File: src/include/pcs_pkg.sv
// Package for the configuration status and class code register bank
package pcs_pkg;
    // ----------------------------------------
    // Register offsets (configuration byte offsets)
    // ----------------------------------------
    localparam logic [11:0] PCS_OFF_STATUS = 12'h006;
    localparam logic [11:0] PCS_OFF_CLASS = 12'h008;
    // ----------------------------------------
    // Status register field positions
    // ----------------------------------------
    localparam int PCS_BIT_DET_POISON = 15;
    localparam int PCS_BIT_SYS_FAULT = 14;
    localparam int PCS_BIT_RCV_UNSUP = 13;
    localparam int PCS_BIT_RCV_CA = 12;
    localparam int PCS_BIT_SIG_CA = 11;
    localparam int PCS_BIT_DATA_POISON = 8;
    localparam int PCS_BIT_CAP_CHAIN = 4;
    localparam int PCS_BIT_INT_STATUS = 3;
    // Command register enable positions (neighbour register)
    localparam int PCS_CMD_SYS_FAULT_EN = 8;
    localparam int PCS_CMD_POISON_RESP_EN = 6;
    // Mask of event flags that software clears by writing one
    localparam logic [15:0] PCS_FLAG_MASK = 16'hF900;
    // ----------------------------------------
    // Reset values and constants
    // ----------------------------------------
    localparam logic [15:0] PCS_STATUS_RESET = 16'h0010;
    localparam logic [7:0] PCS_BASE_CLASS = 8'h0C;
    localparam logic [7:0] PCS_SUB_CLASS = 8'h03;
    localparam logic [7:0] PCS_PROG_IF = 8'h30;
    // Silicon revision; value is arbitrary
    localparam logic [7:0] PCS_SILICON_REV = 8'h5A;
endpackage

File: src/rtl/pcs_regs.sv
// Status and class code configuration registers of the host controller function
//
// Overview of operation
// - Poisoned packet received sets bit 15 always
// - Error message sent with fault enable sets 14
// - Unsupported-request completion received sets bit 13
// - Completer-abort completion received sets bit 12
// - Completer-abort returned by us sets bit 11
// - Bit 8 set on poison when response enabled
// - Status at 06h; flags sticky until cleared
// - Select timing bits 10:9 read zero
// - Bits 7, 6, 5, 2:0 read zero
// - Bit 4 reads one, capability list
// - Bit 3 mirrors live interrupt condition
// - Status reads 0010h after reset
// - Offset 08h: base 0Ch, subclass 03h
// - Programming interface 30h in bits 15:8
// - Revision byte fixed read-only in bits 7:0
`timescale 1ns/1ps
module pcs_regs (
    // Clock and reset
    input wire logic clk,
    input wire logic sys_rst,
    // Configuration access port (dword address as byte offset)
    input wire logic cfg_rd,
    input wire logic cfg_wr,
    input wire logic [11:0] cfg_addr,
    input wire logic [3:0] cfg_be,
    input wire logic [31:0] cfg_wdata,
    // Configuration read answer
    output logic [31:0] cfg_rdata,
    output logic cfg_rvalid,
    // Command register enables from neighbour register
    input wire logic [15:0] cmd_value,
    // Link events, one-cycle pulses
    input wire logic rx_poisoned_tlp,
    input wire logic tx_error_message,
    input wire logic rx_cpl_unsupported,
    input wire logic rx_cpl_completer_abort,
    input wire logic tx_cpl_completer_abort,
    input wire logic rx_poisoned_cpl_data,
    input wire logic rx_write_poisoned,
    // Live interrupt condition of the function
    input wire logic function_irq,
    // Status register image
    output logic [15:0] status_value
);
    import pcs_pkg::*;

    // ----------------------------------------
    // Helper functions
    // ----------------------------------------
    // Dword-aligned address match
    function automatic logic addr_hit(input logic [11:0] a, input logic [11:0] off);
        addr_hit = (a[11:2] == off[11:2]);
    endfunction

    // ----------------------------------------
    // State
    // ----------------------------------------
    typedef struct packed {
        logic [31:0] rdata;
        logic rvalid;
        logic int_status;
        logic [15:0] status;
    } pcs_state_t;
    pcs_state_t st_reg;
    pcs_state_t st_next;

    // Flag wires from the sticky cells
    logic detected_poison_flag;
    logic signaled_system_fault;
    logic received_unsupported_flag;
    logic received_completer_abort;
    logic signaled_completer_abort;
    logic data_poison_flag;
    // Enables taken from the command register
    logic system_fault_enable;
    logic poison_response_enable;
    // Clear strobes, write one to clear on upper status byte lanes
    logic status_wr;
    logic [15:0] clr_bits;
    // Event set terms
    logic set_sys_fault;
    logic set_data_poison;
    // Composed status and class words
    logic [15:0] status_word;
    logic [31:0] class_word;

    assign system_fault_enable = cmd_value[PCS_CMD_SYS_FAULT_EN];
    assign poison_response_enable = cmd_value[PCS_CMD_POISON_RESP_EN];

    // ----------------------------------------
    // Write decode
    // ----------------------------------------
    // Status occupies byte lanes 3:2 of the dword at 04h
    assign status_wr = cfg_wr && addr_hit(cfg_addr, PCS_OFF_STATUS);
    // Only flag bits are clearable; read-only bits ignore writes
    assign clr_bits = status_wr ?
        ({cfg_be[3] ? cfg_wdata[31:24] : 8'h00, cfg_be[2] ? cfg_wdata[23:16] : 8'h00}
         & PCS_FLAG_MASK) : 16'h0000;

    // Gated set terms
    assign set_sys_fault = tx_error_message && system_fault_enable;
    assign set_data_poison = poison_response_enable
        && (rx_poisoned_cpl_data || rx_write_poisoned);

    // ----------------------------------------
    // Sticky event flags
    // ----------------------------------------
    // Detected poison, regardless of response enable
    pcs_flag u_det_poison (
        .clk(clk),
        .sys_rst(sys_rst),
        .set_evt(rx_poisoned_tlp),
        .clr_req(clr_bits[PCS_BIT_DET_POISON]),
        .flag(detected_poison_flag)
    );
    // Signaled system fault
    pcs_flag u_sys_fault (
        .clk(clk),
        .sys_rst(sys_rst),
        .set_evt(set_sys_fault),
        .clr_req(clr_bits[PCS_BIT_SYS_FAULT]),
        .flag(signaled_system_fault)
    );
    // Received unsupported request completion
    pcs_flag u_rcv_unsup (
        .clk(clk),
        .sys_rst(sys_rst),
        .set_evt(rx_cpl_unsupported),
        .clr_req(clr_bits[PCS_BIT_RCV_UNSUP]),
        .flag(received_unsupported_flag)
    );
    // Received completer abort
    pcs_flag u_rcv_ca (
        .clk(clk),
        .sys_rst(sys_rst),
        .set_evt(rx_cpl_completer_abort),
        .clr_req(clr_bits[PCS_BIT_RCV_CA]),
        .flag(received_completer_abort)
    );
    // Signaled completer abort
    pcs_flag u_sig_ca (
        .clk(clk),
        .sys_rst(sys_rst),
        .set_evt(tx_cpl_completer_abort),
        .clr_req(clr_bits[PCS_BIT_SIG_CA]),
        .flag(signaled_completer_abort)
    );
    // Data poison, gated by response enable
    pcs_flag u_data_poison (
        .clk(clk),
        .sys_rst(sys_rst),
        .set_evt(set_data_poison),
        .clr_req(clr_bits[PCS_BIT_DATA_POISON]),
        .flag(data_poison_flag)
    );

    // ----------------------------------------
    // Register images
    // ----------------------------------------
    // Status word assembly, hardwired bits are constants
    always_comb begin
        status_word = 16'h0000;
        status_word[PCS_BIT_DET_POISON] = detected_poison_flag;
        status_word[PCS_BIT_SYS_FAULT] = signaled_system_fault;
        status_word[PCS_BIT_RCV_UNSUP] = received_unsupported_flag;
        status_word[PCS_BIT_RCV_CA] = received_completer_abort;
        status_word[PCS_BIT_SIG_CA] = signaled_completer_abort;
        status_word[PCS_BIT_DATA_POISON] = data_poison_flag;
        status_word[PCS_BIT_CAP_CHAIN] = 1'b1;
        status_word[PCS_BIT_INT_STATUS] = st_reg.int_status;
    end

    // Class code and revision, fixed
    assign class_word = {PCS_BASE_CLASS, PCS_SUB_CLASS, PCS_PROG_IF, PCS_SILICON_REV};

    // ----------------------------------------
    // Next state and read mux
    // ----------------------------------------
    always_comb begin
        st_next = st_reg;
        st_next.rvalid = cfg_rd;
        // Interrupt status follows the live condition
        st_next.int_status = function_irq;
        st_next.status = status_word;
        if (cfg_rd) begin
            if (addr_hit(cfg_addr, PCS_OFF_STATUS)) begin
                // Status in upper half, command half owned elsewhere
                st_next.rdata = {status_word, 16'h0000};
            end else if (addr_hit(cfg_addr, PCS_OFF_CLASS)) begin
                st_next.rdata = class_word;
            end else begin
                // Unmapped offsets read zero
                st_next.rdata = 32'h0000_0000;
            end
        end
    end

    // Register update
    always_ff @(posedge clk) begin
        if (sys_rst) begin
            st_reg.rdata <= 32'h0000_0000;
            st_reg.rvalid <= 1'b0;
            st_reg.int_status <= 1'b0;
            st_reg.status <= PCS_STATUS_RESET;
        end else begin
            st_reg <= st_next;
        end
    end

    assign cfg_rdata = st_reg.rdata;
    assign cfg_rvalid = st_reg.rvalid;
    assign status_value = st_reg.status;

    // ----------------------------------------
    // Checks: flag setting
    // ----------------------------------------
    // Poisoned packet shows in the image two edges later
    chk_poison_sets: assert property (@(posedge clk) disable iff (sys_rst)
        rx_poisoned_tlp |=> ##1 status_value[PCS_BIT_DET_POISON])
        else $error("poison flag missing");
    // No poison flag without a poisoned packet
    chk_poison_quiet: assert property (@(posedge clk) disable iff (sys_rst)
        (!detected_poison_flag && !rx_poisoned_tlp) |=> !detected_poison_flag)
        else $error("poison flag set without event");
    // Error message with fault enable raises the fault flag
    chk_fault_sets: assert property (@(posedge clk) disable iff (sys_rst)
        (tx_error_message && cmd_value[PCS_CMD_SYS_FAULT_EN])
        |=> ##1 status_value[PCS_BIT_SYS_FAULT])
        else $error("fault flag missing");
    // Fault flag stays clear while messages are gated off
    chk_fault_gated: assert property (@(posedge clk) disable iff (sys_rst)
        (!signaled_system_fault && !(tx_error_message && cmd_value[PCS_CMD_SYS_FAULT_EN]))
        |=> !signaled_system_fault)
        else $error("fault flag set while gated");
    // Unsupported completion raises its flag
    chk_unsup_sets: assert property (@(posedge clk) disable iff (sys_rst)
        rx_cpl_unsupported |=> ##1 status_value[PCS_BIT_RCV_UNSUP])
        else $error("unsupported flag missing");
    // No unsupported flag without its completion
    chk_unsup_quiet: assert property (@(posedge clk) disable iff (sys_rst)
        (!received_unsupported_flag && !rx_cpl_unsupported) |=> !received_unsupported_flag)
        else $error("unsupported flag set without event");
    // Completer abort received raises its flag
    chk_rcv_ca_sets: assert property (@(posedge clk) disable iff (sys_rst)
        rx_cpl_completer_abort |=> ##1 status_value[PCS_BIT_RCV_CA])
        else $error("rcv abort missing");
    // No received abort flag without its completion
    chk_rcv_ca_quiet: assert property (@(posedge clk) disable iff (sys_rst)
        (!received_completer_abort && !rx_cpl_completer_abort) |=> !received_completer_abort)
        else $error("rcv abort set without event");
    // Completer abort returned raises its flag
    chk_sig_ca_sets: assert property (@(posedge clk) disable iff (sys_rst)
        tx_cpl_completer_abort |=> ##1 status_value[PCS_BIT_SIG_CA])
        else $error("sig abort missing");
    // No signaled abort flag without a returned abort
    chk_sig_ca_quiet: assert property (@(posedge clk) disable iff (sys_rst)
        (!signaled_completer_abort && !tx_cpl_completer_abort) |=> !signaled_completer_abort)
        else $error("sig abort set without event");
    // Poisoned data with response enabled raises the data flag
    chk_data_sets: assert property (@(posedge clk) disable iff (sys_rst)
        (cmd_value[PCS_CMD_POISON_RESP_EN] && (rx_poisoned_cpl_data || rx_write_poisoned))
        |=> ##1 status_value[PCS_BIT_DATA_POISON])
        else $error("data poison flag missing");
    // Data flag stays clear when disabled or without poisoned data
    chk_data_gate: assert property (@(posedge clk) disable iff (sys_rst)
        (!data_poison_flag && !(cmd_value[PCS_CMD_POISON_RESP_EN]
        && (rx_poisoned_cpl_data || rx_write_poisoned))) |=> !data_poison_flag)
        else $error("data poison set while gated");

    // ----------------------------------------
    // Checks: flag clearing
    // ----------------------------------------
    // Write to the status dword with the flag byte lane enabled
    logic chk_clr_lane;
    assign chk_clr_lane = cfg_wr && (cfg_addr[11:2] == PCS_OFF_STATUS[11:2]) && cfg_be[3];
    // A one clears the poison flag unless a new packet lands
    chk_clear_poison: assert property (@(posedge clk) disable iff (sys_rst)
        (chk_clr_lane && cfg_wdata[16 + PCS_BIT_DET_POISON] && !rx_poisoned_tlp)
        |=> !detected_poison_flag)
        else $error("poison flag not cleared");
    // A one clears the fault flag unless a new message goes out
    chk_clear_fault: assert property (@(posedge clk) disable iff (sys_rst)
        (chk_clr_lane && cfg_wdata[16 + PCS_BIT_SYS_FAULT] && !set_sys_fault)
        |=> !signaled_system_fault)
        else $error("fault flag not cleared");
    // A one clears the unsupported flag
    chk_clear_unsup: assert property (@(posedge clk) disable iff (sys_rst)
        (chk_clr_lane && cfg_wdata[16 + PCS_BIT_RCV_UNSUP] && !rx_cpl_unsupported)
        |=> !received_unsupported_flag)
        else $error("unsupported flag not cleared");
    // A one clears the received abort flag
    chk_clear_rcv_ca: assert property (@(posedge clk) disable iff (sys_rst)
        (chk_clr_lane && cfg_wdata[16 + PCS_BIT_RCV_CA] && !rx_cpl_completer_abort)
        |=> !received_completer_abort)
        else $error("rcv abort not cleared");
    // A one clears the signaled abort flag
    chk_clear_sig_ca: assert property (@(posedge clk) disable iff (sys_rst)
        (chk_clr_lane && cfg_wdata[16 + PCS_BIT_SIG_CA] && !tx_cpl_completer_abort)
        |=> !signaled_completer_abort)
        else $error("sig abort not cleared");
    // A one clears the data poison flag
    chk_clear_data: assert property (@(posedge clk) disable iff (sys_rst)
        (chk_clr_lane && cfg_wdata[16 + PCS_BIT_DATA_POISON] && !set_data_poison)
        |=> !data_poison_flag)
        else $error("data poison not cleared");

    // ----------------------------------------
    // Checks: fixed bits and read path
    // ----------------------------------------
    // Hardwired zero bits never read one
    chk_fixed_bits: assert property (@(posedge clk) disable iff (sys_rst)
        (status_value & 16'h06E7) == 16'h0000)
        else $error("hardwired status bits wrong");
    // Capability chain bit always reads one
    chk_cap_bit: assert property (@(posedge clk) disable iff (sys_rst)
        status_value[PCS_BIT_CAP_CHAIN])
        else $error("capability bit clear");
    // Interrupt status rises behind the live condition
    chk_int_follow: assert property (@(posedge clk) disable iff (sys_rst)
        function_irq |=> ##1 status_value[PCS_BIT_INT_STATUS])
        else $error("interrupt status lag");
    // Interrupt status falls behind the live condition
    chk_int_drops: assert property (@(posedge clk) disable iff (sys_rst)
        !function_irq |=> ##1 !status_value[PCS_BIT_INT_STATUS])
        else $error("interrupt status stuck");
    // Status read returns the image in the upper half
    chk_status_read: assert property (@(posedge clk) disable iff (sys_rst)
        (cfg_rd && cfg_addr[11:2] == PCS_OFF_STATUS[11:2])
        |=> cfg_rdata == {status_value, 16'h0000})
        else $error("status read wrong");
    // Class read returns the fixed identity word
    chk_class_read: assert property (@(posedge clk) disable iff (sys_rst)
        (cfg_rd && cfg_addr[11:2] == PCS_OFF_CLASS[11:2]) |=> (cfg_rvalid
        && cfg_rdata == {PCS_BASE_CLASS, PCS_SUB_CLASS, PCS_PROG_IF, PCS_SILICON_REV}))
        else $error("class read wrong");
    // Other offsets read zero
    chk_unmapped_zero: assert property (@(posedge clk) disable iff (sys_rst)
        (cfg_rd && cfg_addr[11:2] != PCS_OFF_STATUS[11:2]
        && cfg_addr[11:2] != PCS_OFF_CLASS[11:2]) |=> cfg_rdata == 32'h0000_0000)
        else $error("unmapped read not zero");
    // Valid follows each read one edge later
    chk_rvalid_pulse: assert property (@(posedge clk) disable iff (sys_rst)
        cfg_rd |=> cfg_rvalid)
        else $error("read valid missing");
    // No valid without a read
    chk_rvalid_idle: assert property (@(posedge clk) disable iff (sys_rst)
        !cfg_rd |=> !cfg_rvalid)
        else $error("read valid without read");
    // Read data holds across writes and idle cycles
    chk_rdata_holds: assert property (@(posedge clk) disable iff (sys_rst)
        !cfg_rd |=> $stable(cfg_rdata))
        else $error("read data changed without read");
    // Reset leaves the documented image and no valid
    chk_reset_value: assert property (@(posedge clk)
        $past(sys_rst) |-> (status_value == PCS_STATUS_RESET && !cfg_rvalid))
        else $error("status reset value");
endmodule

File: src/rtl/pcs_flag.sv
// One sticky event flag with write-one-to-clear, set wins over clear
`timescale 1ns/1ps
module pcs_flag (
    // Clock and reset
    input wire logic clk,
    input wire logic sys_rst,
    // Event and clear
    input wire logic set_evt,
    input wire logic clr_req,
    // Flag value
    output logic flag
);
    // ----------------------------------------
    // State
    // ----------------------------------------
    typedef struct packed {
        logic flag;
    } pcs_flag_state_t;
    pcs_flag_state_t st_reg;
    pcs_flag_state_t st_next;

    // Next-state: set beats clear in the same cycle
    always_comb begin
        st_next = st_reg;
        if (set_evt) begin
            st_next.flag = 1'b1;
        end else if (clr_req) begin
            st_next.flag = 1'b0;
        end
    end

    // Register update
    always_ff @(posedge clk) begin
        if (sys_rst) begin
            st_reg <= '0;
        end else begin
            st_reg <= st_next;
        end
    end

    assign flag = st_reg.flag;

    // Set event always leaves the flag set
    chk_flag_set_wins: assert property (@(posedge clk) disable iff (sys_rst)
        set_evt |=> flag)
        else $error("flag not set after event");
    // Flag holds without a clear
    chk_flag_holds: assert property (@(posedge clk) disable iff (sys_rst)
        (flag && !clr_req) |=> flag)
        else $error("flag dropped without clear");
endmodule

File: config.mk
export PLATFORM = sky130hd
export DESIGN_NAME = pcs_regs
export DESIGN_NICKNAME = d
export VERILOG_FILES = /design/src/include/pcs_pkg.sv /design/src/rtl/pcs_regs.sv /design/src/rtl/pcs_flag.sv
export SDC_FILE = /design/constraint.sdc
export NUM_CORES = 1
export LEC_CHECK = 0
export BUFFER_PORTS_ARGS = -buffer_cell sky130_fd_sc_hd__buf_2
export CAP_MARGIN = 20
export CORE_MARGIN = 2
export CORE_UTILIZATION = 33
export CTS_BUF_LIST = sky130_fd_sc_hd__clkbuf_16
export CTS_CLUSTER_SIZE = 28
export DETAILED_ROUTE_END_ITERATION = 16
export MAX_ROUTING_LAYER = met4
export PLACE_DENSITY = 0.76
export RECOVER_POWER = 25
export REMOVE_ABC_BUFFERS = 1
export SETUP_SLACK_MARGIN = 0.15
export SYNTH_ARGS = -nofsm -noshare
export SYNTH_HDL_FRONTEND = slang
export SYNTH_SLANG_ARGS = --single-unit
File: constraint.sdc
create_clock -name clk -period 1.15 [get_ports clk]
set_input_delay 0.115 -clock clk [delete_from_list [all_inputs] [get_ports clk]]
set_output_delay 0.115 -clock clk [all_outputs]
set_load 0.05 [all_outputs]
# Word level (Yosys, flattened, before mapping)
# Cells that the tools add are included.
[op_classes]
mux = 16
reduce_logical = 10
n_eq_ne = 2
[ops]
columns = ["cell", "count"]
rows = [
  ["2-to-1 mux 32 bit", 1],
  ["2-to-1 mux 28 bit", 1],
  ["2-to-1 mux 16 bit", 1],
  ["2-to-1 mux 1 bit", 12],
  ["nonzero test 2 bit", 6],
  ["equality test 10 x 1 -> 1 bit (second input constant)", 1],
  ["equality test 10 x 2 -> 1 bit (second input constant)", 1],
  ["2-to-1 mux 8 bit", 1],
  ["logical AND 1 bit", 3],
  ["logical OR 1 bit", 1],
]
[totals]
reg_bits = 56
output_inout_bits = 49
in_bits = 76

# Longest topological paths before layout
# Gate-level depths: netlist of run 1.
[logic_depth]
ltp_word = 5
ltp_mapped = 4
ltp_nobuf = 3

# Modules after synthesis
# A second synthesis of run 1 with hierarchy kept.
[unflattened]
cells_unflattened = 129
area_unflattened_um2 = 1173.6
[modules_own_cells]
columns = ["mod", "cells_per_inst", "n_inst", "area_each_um2", "seq_area_each_um2"]
rows = [
  ["pcs_regs", 105, 1, 940.9, 360.3],
  ["pcs_flag", 4, 6, 38.8, 20.0],
]

# Worst setup path after synthesis of run 1
# No wires, ideal clock.
[synth_timing]
path_kind = "register to output"
startpoint = "register cfg_rdata[26] (netlist name)"
endpoint = "output cfg_rdata[12]"
path_slack_ns = -0.016
stages_incl_launch_ff = 2
arrival_time_ns = 1.051
n_path_buf = 1
required_ns = 1.035
path_cell_list = "dfxtp_1 -> buf_4"
[synth_lines]
columns = ["item", "line", "text"]
rows = [
  ["end: declaration", "pcs_regs.sv:31", "output logic [31:0] cfg_rdata,"],
]

==> results of run 1 <==
[synthesized netlist by cell type (all sizes together)]
cell type / count / area (sq um)
nor2: 5 / 18.8
a311oi: 6 / 52.6
nor3b: 1 / 7.51
a22o: 5 / 43.8
a41o: 1 / 10.0
a21oi: 4 / 20.0
o21ai: 1 / 5.00
dfxtp: 24 / 480
conb: 2 / 7.51
nand2b: 3 / 18.8
nor4: 2 / 42.5
clkbuf: 2 / 7.51
inv: 4 / 15.0
nand2: 1 / 3.75
and4: 2 / 20.0
and2: 2 / 12.5
buf: 33 / 248
a21o: 1 / 7.51
nand4: 3 / 18.8
nor2b: 12 / 75.1
[layer usage]
metal | GRT usage | share of wire
met5 | - | 0
met4 | 0.0583 | 0.014
met3 | 0.0344 | 0.12
met2 | 0.177 | 0.45
met1 | 0.135 | 0.41
[path summary, 6_finish.rpt]
kind,start,endpoint,slack [ns],cells past startpoint
worst max-delay path,cfg_rdata[26],cfg_rdata[1],0.17,1
worst min-delay path,cfg_wdata[30],u_sys_fault.flag,0.05,2
worst max register to register,u_sig_ca.flag,cfg_rdata[27],0.34,2
worst min register to register,cfg_rdata[20],cfg_rdata[20],0.46,2
[layout make-up]
| cell class | count | share of cell area |
|---|---|---|
| tap | 46 | 0.0405 |
| timing repair buffer | 60 | 0.238 |
| sequential | 24 | 0.341 |
| clock buffer | 3 | 0.0529 |
| clock inverter | 1 | 0.00264 |
| multi-input combinational | 73 | 0.315 |
| inverter | 4 | 0.0106 |
[state kept, by name, indices dropped and copies added, names as in the netlist]
| signal | flops |
|---|---|
| status_value | 7 |
| cfg_rdata | 9 |
| u_sig_ca.flag | 1 |
| u_det_poison.flag | 1 |
| u_data_poison.flag | 1 |
| u_rcv_unsup.flag | 1 |
| st_next | 1 |
| u_sys_fault.flag | 1 |
| u_rcv_ca.flag | 1 |
| cfg_rvalid | 1 |
[timing repair]
item,4_1_cts,5_1_grt
gates resized for setup,10,5
hold endpoints to repair,0,0
setup endpoints to repair,9,11
[cells by family after synthesis]
group,count (synthesis),synth area share
simple gates,31,0.195
other cells,2,0.00674
compound gates,18,0.125
flops,24,0.431
buf+inv,39,0.242
[through the flow]
step                      std cells  utilization
after CTS                       211        0.431
after global routing            211        0.432
final                           211        0.432
after global placement          207        0.400
after detailed placement        207        0.400
after floorplan                 101            -
[placed cells by master, fill, tap and decap left out, drive strengths merged]
master and n:
a41o 1, and2 2, and4 2, a21o 1
a311oi 6, nand2b 3, clkinv 1, nand2 1
nor3b 1, nor2b 12, buf 54, clkbuf 9
o21ai 1, dfxtp 24, nor2 5, nor4 2
nand4 3, a22o 5, conb 24, a21oi 4
inv 4
[power groups by stage]
| stage | clock, uW | sequential (uW) | combinational [uW] |
|---|---|---|---|
| after floorplan | 0 | 943 | 219 |
| after global placement | 0 | 894 | 371 |
| after detailed placement | 0 | 895 | 374 |
| after CTS | 755 | 876 | 375 |
| after global routing | 796 | 878 | 392 |
| final | 740 | 874 | 371 |
==> results.cfg, run 1 <==
[setup_path]
critPathCaptureType = output port
slowest_delay_ns = 0.40
required_ns = 1.03
path_class = flop to output port
critPathBufInv = 1
worst_ep_arrival_time_ns = 0.86
path_max_fanout = 10
path_delay_family = flip-flops
crit_path_start_kind = flop
cp_slowest_cell = dfxtp_4
crit_chain = buf_4

[pwr]
ir_worst_vdd_v = 0.000474
p_int_uw = 1410
power_frac_seq = 0.440
switching_power_uw = 579
power.total_uw = 1980
pwr-share-clk = 0.373
leakagePower_uw = 0.000710
p_per_area_nw_per_um2 = 1400
comb_power_share = 0.187
p_sw_frac = 0.292

[grt]
track_usage = 0.114
grt_max_degree = 15
overflow = 0
grt_antenna_before_repair = 0
grt_pass1_wl_microns = 3390
grt_pass1_vias = 785

[floorplanning]
core-area_sq_um = 3280
fp.dieH_microns = 62.1
die_area_sq_um = 3860
rows = 21
start_util = 0.339
io_pins = 125
die_w_microns = 62.1

[timing]
fin_crit_sh = 0.852
max_slew_margin = 0.587
rsz0062_at_grt = true
hold_viol_final = 0
setup_viol = 0
worst_pin_slew_ns = 0.619
clock_skew_ns = 0.000777
setup_tns_ns = 0
whs_ns = 0.0540
fmax_mhz = 1020
period_minus_slack_ns = 0.980
final_max_slew_viol_count = 0
fin_ws_ns = 0.170

[route]
first_pass_iters = 4
vias = 853
drc = 0
wl_per_cell_microns = 10.2
initialDrtViolationCount = 38
antenna_left = 0
viasPerCell = 4.04
wl_microns = 2150

[place]
place_ws_ns = -0.0583
place_area_sq_um = 1310
place_congestion = 0.785
numPortBuffers = 55
dp_hpwl_microns = 1650

[clocking]
cts_buffers = 3
hold_buffers = 0
clkLatencyLatePin_ns = 0.25
clock-sinks = 24
cts_root_buffer = clkbuf_16
htree_levels = 1
cts_setup_buffers = 0
cts_tree = yes
path_clk_slew_ns = 0.06
clock_path_buffers = 2

[flow_run]
max-cap-violations = 0

[finish]
multi_input_area_sq_um = 447
seqCellArea_sq_um = 484
finalInstanceArea_sq_um = 1420
fin_nets = 242
drive_gt1_frac = 0.382
final.fill_count = 313
antenna_cells = 0
syn2layout_area_growth_pct = 27.4

[synthesis]
ys_seq_elements = 24
synth_area_per_cell_sq_um = 9.78
synth_area_sq_um = 1110
netlist-cell-type-count = 21
yosysWarnings = 0
ys_seq_area_frac = 0.431
synthCells = 114

[outcome]
status = finished clean

[hold_path]
hold_class = primary input to flop
Note: power is estimated with default switching activity, not from simulation.
==> inputs of run 2 (changes only) <==
Settings changed: CTS_CLUSTER_DIAMETER set to 50, SETUP_SLACK_MARGIN 0.15 to 0.5.
==> run 2 against run 1 <==
  * Non-clock buffer count rose by 6
  * Cell count rose by 2.8%
  * Final area rose by 21%
  * Routed wire length rose by 23%
  * Fmax fell by 0.95%
  * Combinational power rose by 15%
  * Critical path type unchanged
  * Largest cell class is now non-clock buffers
==> results.cfg, run 2 (synthesized netlist as in run 1, its figures left out) <==
[pwr]
leakagePower_uw = 0.000803
p_sw_frac = 0.292
p_int_uw = 1450
power_frac_seq = 0.431
ir_worst_vdd_v = 0.000476
comb_power_share = 0.207
p_per_area_nw_per_um2 = 1190
switching_power_uw = 599
pwr-share-clk = 0.362

[setup_path]
cp_slowest_cell = dfxtp_4
required_ns = 1.03
reg2regPathDepth = 2
path_max_fanout = 10
worstReg2RegEnd = u_rcv_unsup.flag
crit_chain = buf_6
path_delay_family = flip-flops
critPathCaptureType = output port
r2r_start = u_rcv_unsup.flag
rrSetupSlack_ns = 0.38
worst_ep_arrival_time_ns = 0.87
path_class = flop to output port
crit_path_start_kind = flop
critPathBufInv = 1
slowest_delay_ns = 0.43

[timing]
fin_crit_sh = 0.860
setup_viol = 0
fmax_mhz = 1010
max_slew_margin = 0.529
clock_skew_ns = 0.000925
worst_pin_slew_ns = 0.706
rsz0062_at_grt = true
final_max_slew_viol_count = 0
hold_viol_final = 0
whs_ns = 0.0522
period_minus_slack_ns = 0.989

[hold_path]
min_from = cfg_wdata[30]
hold_path_depth = 2
hold_class = primary input to flop
min_to = u_sys_fault.flag

[clocking]
path_clk_slew_ns = 0.06
hold_buffers = 0
htree_levels = 1
cts_root_buffer = clkbuf_16
clkLatencyLatePin_ns = 0.26
cts_buffers = 3
cts_tree = yes
clock_path_buffers = 2
clock-sinks = 24

[route]
vias = 917
drc = 0
initialDrtViolationCount = 28
first_pass_iters = 3
wl_per_cell_microns = 12.2
wl_microns = 2640
antenna_left = 0
viasPerCell = 4.23

[floorplanning]
start_util = 0.339
rows = 21
core-area_sq_um = 3280
die_area_sq_um = 3860
io_pins = 125
die_w_microns = 62.1
fp.dieH_microns = 62.1

[outcome]
status = finished clean

[place]
dp_cells = 207
numPortBuffers = 55
dp_hpwl_microns = 1650
place_congestion = 0.785

[flow_run]
max-cap-violations = 0

[finish]
final_cell_mix = conb_1, buf_2, buf_6
syn2layout_area_growth_pct = 54.5
final.fill_count = 289
fin_nets = 248
stdcell_count = 217
drive_gt1_frac = 0.532
antenna_cells = 0
largest_reg_flops = 9

[grt]
overflow = 0
track_usage = 0.145
grt_pass1_wl_microns = 4330
grt_max_degree = 15
grt_pass1_vias = 942
grt_antenna_before_repair = 0
[run 2: worst max-delay path by stage]
stage | startpoint | to | cells past startpoint
floorplan | cfg_rdata[26] | cfg_rdata[26] | 2
global route | sys_rst | u_det_poison.flag | 3
finish | cfg_rdata[26] | cfg_rdata[13] | 1
CTS | cfg_rdata[26] | cfg_rdata[13] | 1
global placement | cfg_addr[11] | u_data_poison.flag | 4
detailed placement | cfg_addr[11] | u_data_poison.flag | 4
[run 2: cell type report]
cell class / count / area (sq um) / area share
clock inverters: 1 / 3.75 / 0.00218
flip-flops and latches: 24 / 504 / 0.293
well taps: 46 / 57.6 / 0.0334
multi-input cells: 73 / 470 / 0.273
inverters: 4 / 15.0 / 0.00871
repair buffers: 66 / 597 / 0.346
clock buffers: 3 / 75.1 / 0.0436
[run 2: power by group through the flow]
| stage | sequential [uW] | combinational [uW] | clock, uW |
|---|---|---|---|
| final | 884 | 425 | 742 |
| after global routing | 888 | 445 | 798 |
| after floorplan | 943 | 219 | 0 |
| after CTS | 881 | 411 | 755 |
| after detailed placement | 895 | 374 | 0 |
| after global placement | 894 | 371 | 0 |
[run 2: what timing repair did]
action	CTS	global route
pin swaps	19	2
endpoints found under the setup margin	40	40
resized for setup	88	8
buffers inserted	6	0
[run 2: per-stage QoR]
| stage | setup WS [ns] | utilization | power (uW) | setup TNS [ns] | area [sq um] |
|---|---|---|---|---|---|
| after floorplan | -2.40 | - | 1160 | -21.71 | 942 |
| after global placement | -0.0185 | 0.400 | 1270 | -0.0855 | 1310 |
| after detailed placement | -0.0583 | 0.400 | 1270 | -0.295 | 1310 |
| after CTS | 0.167 | 0.517 | 2050 | 0 | 1700 |
| after global routing | 0.109 | 0.525 | 2130 | 0 | 1720 |
| final | 0.161 | 0.525 | 2050 | 0 | 1720 |
[run 2: layer usage]
layer	wire length [microns]	track usage
met1	1010	0.154
met2	1330	0.251
met3	240	0.0417
met4	54	0.0639
met5	0	-
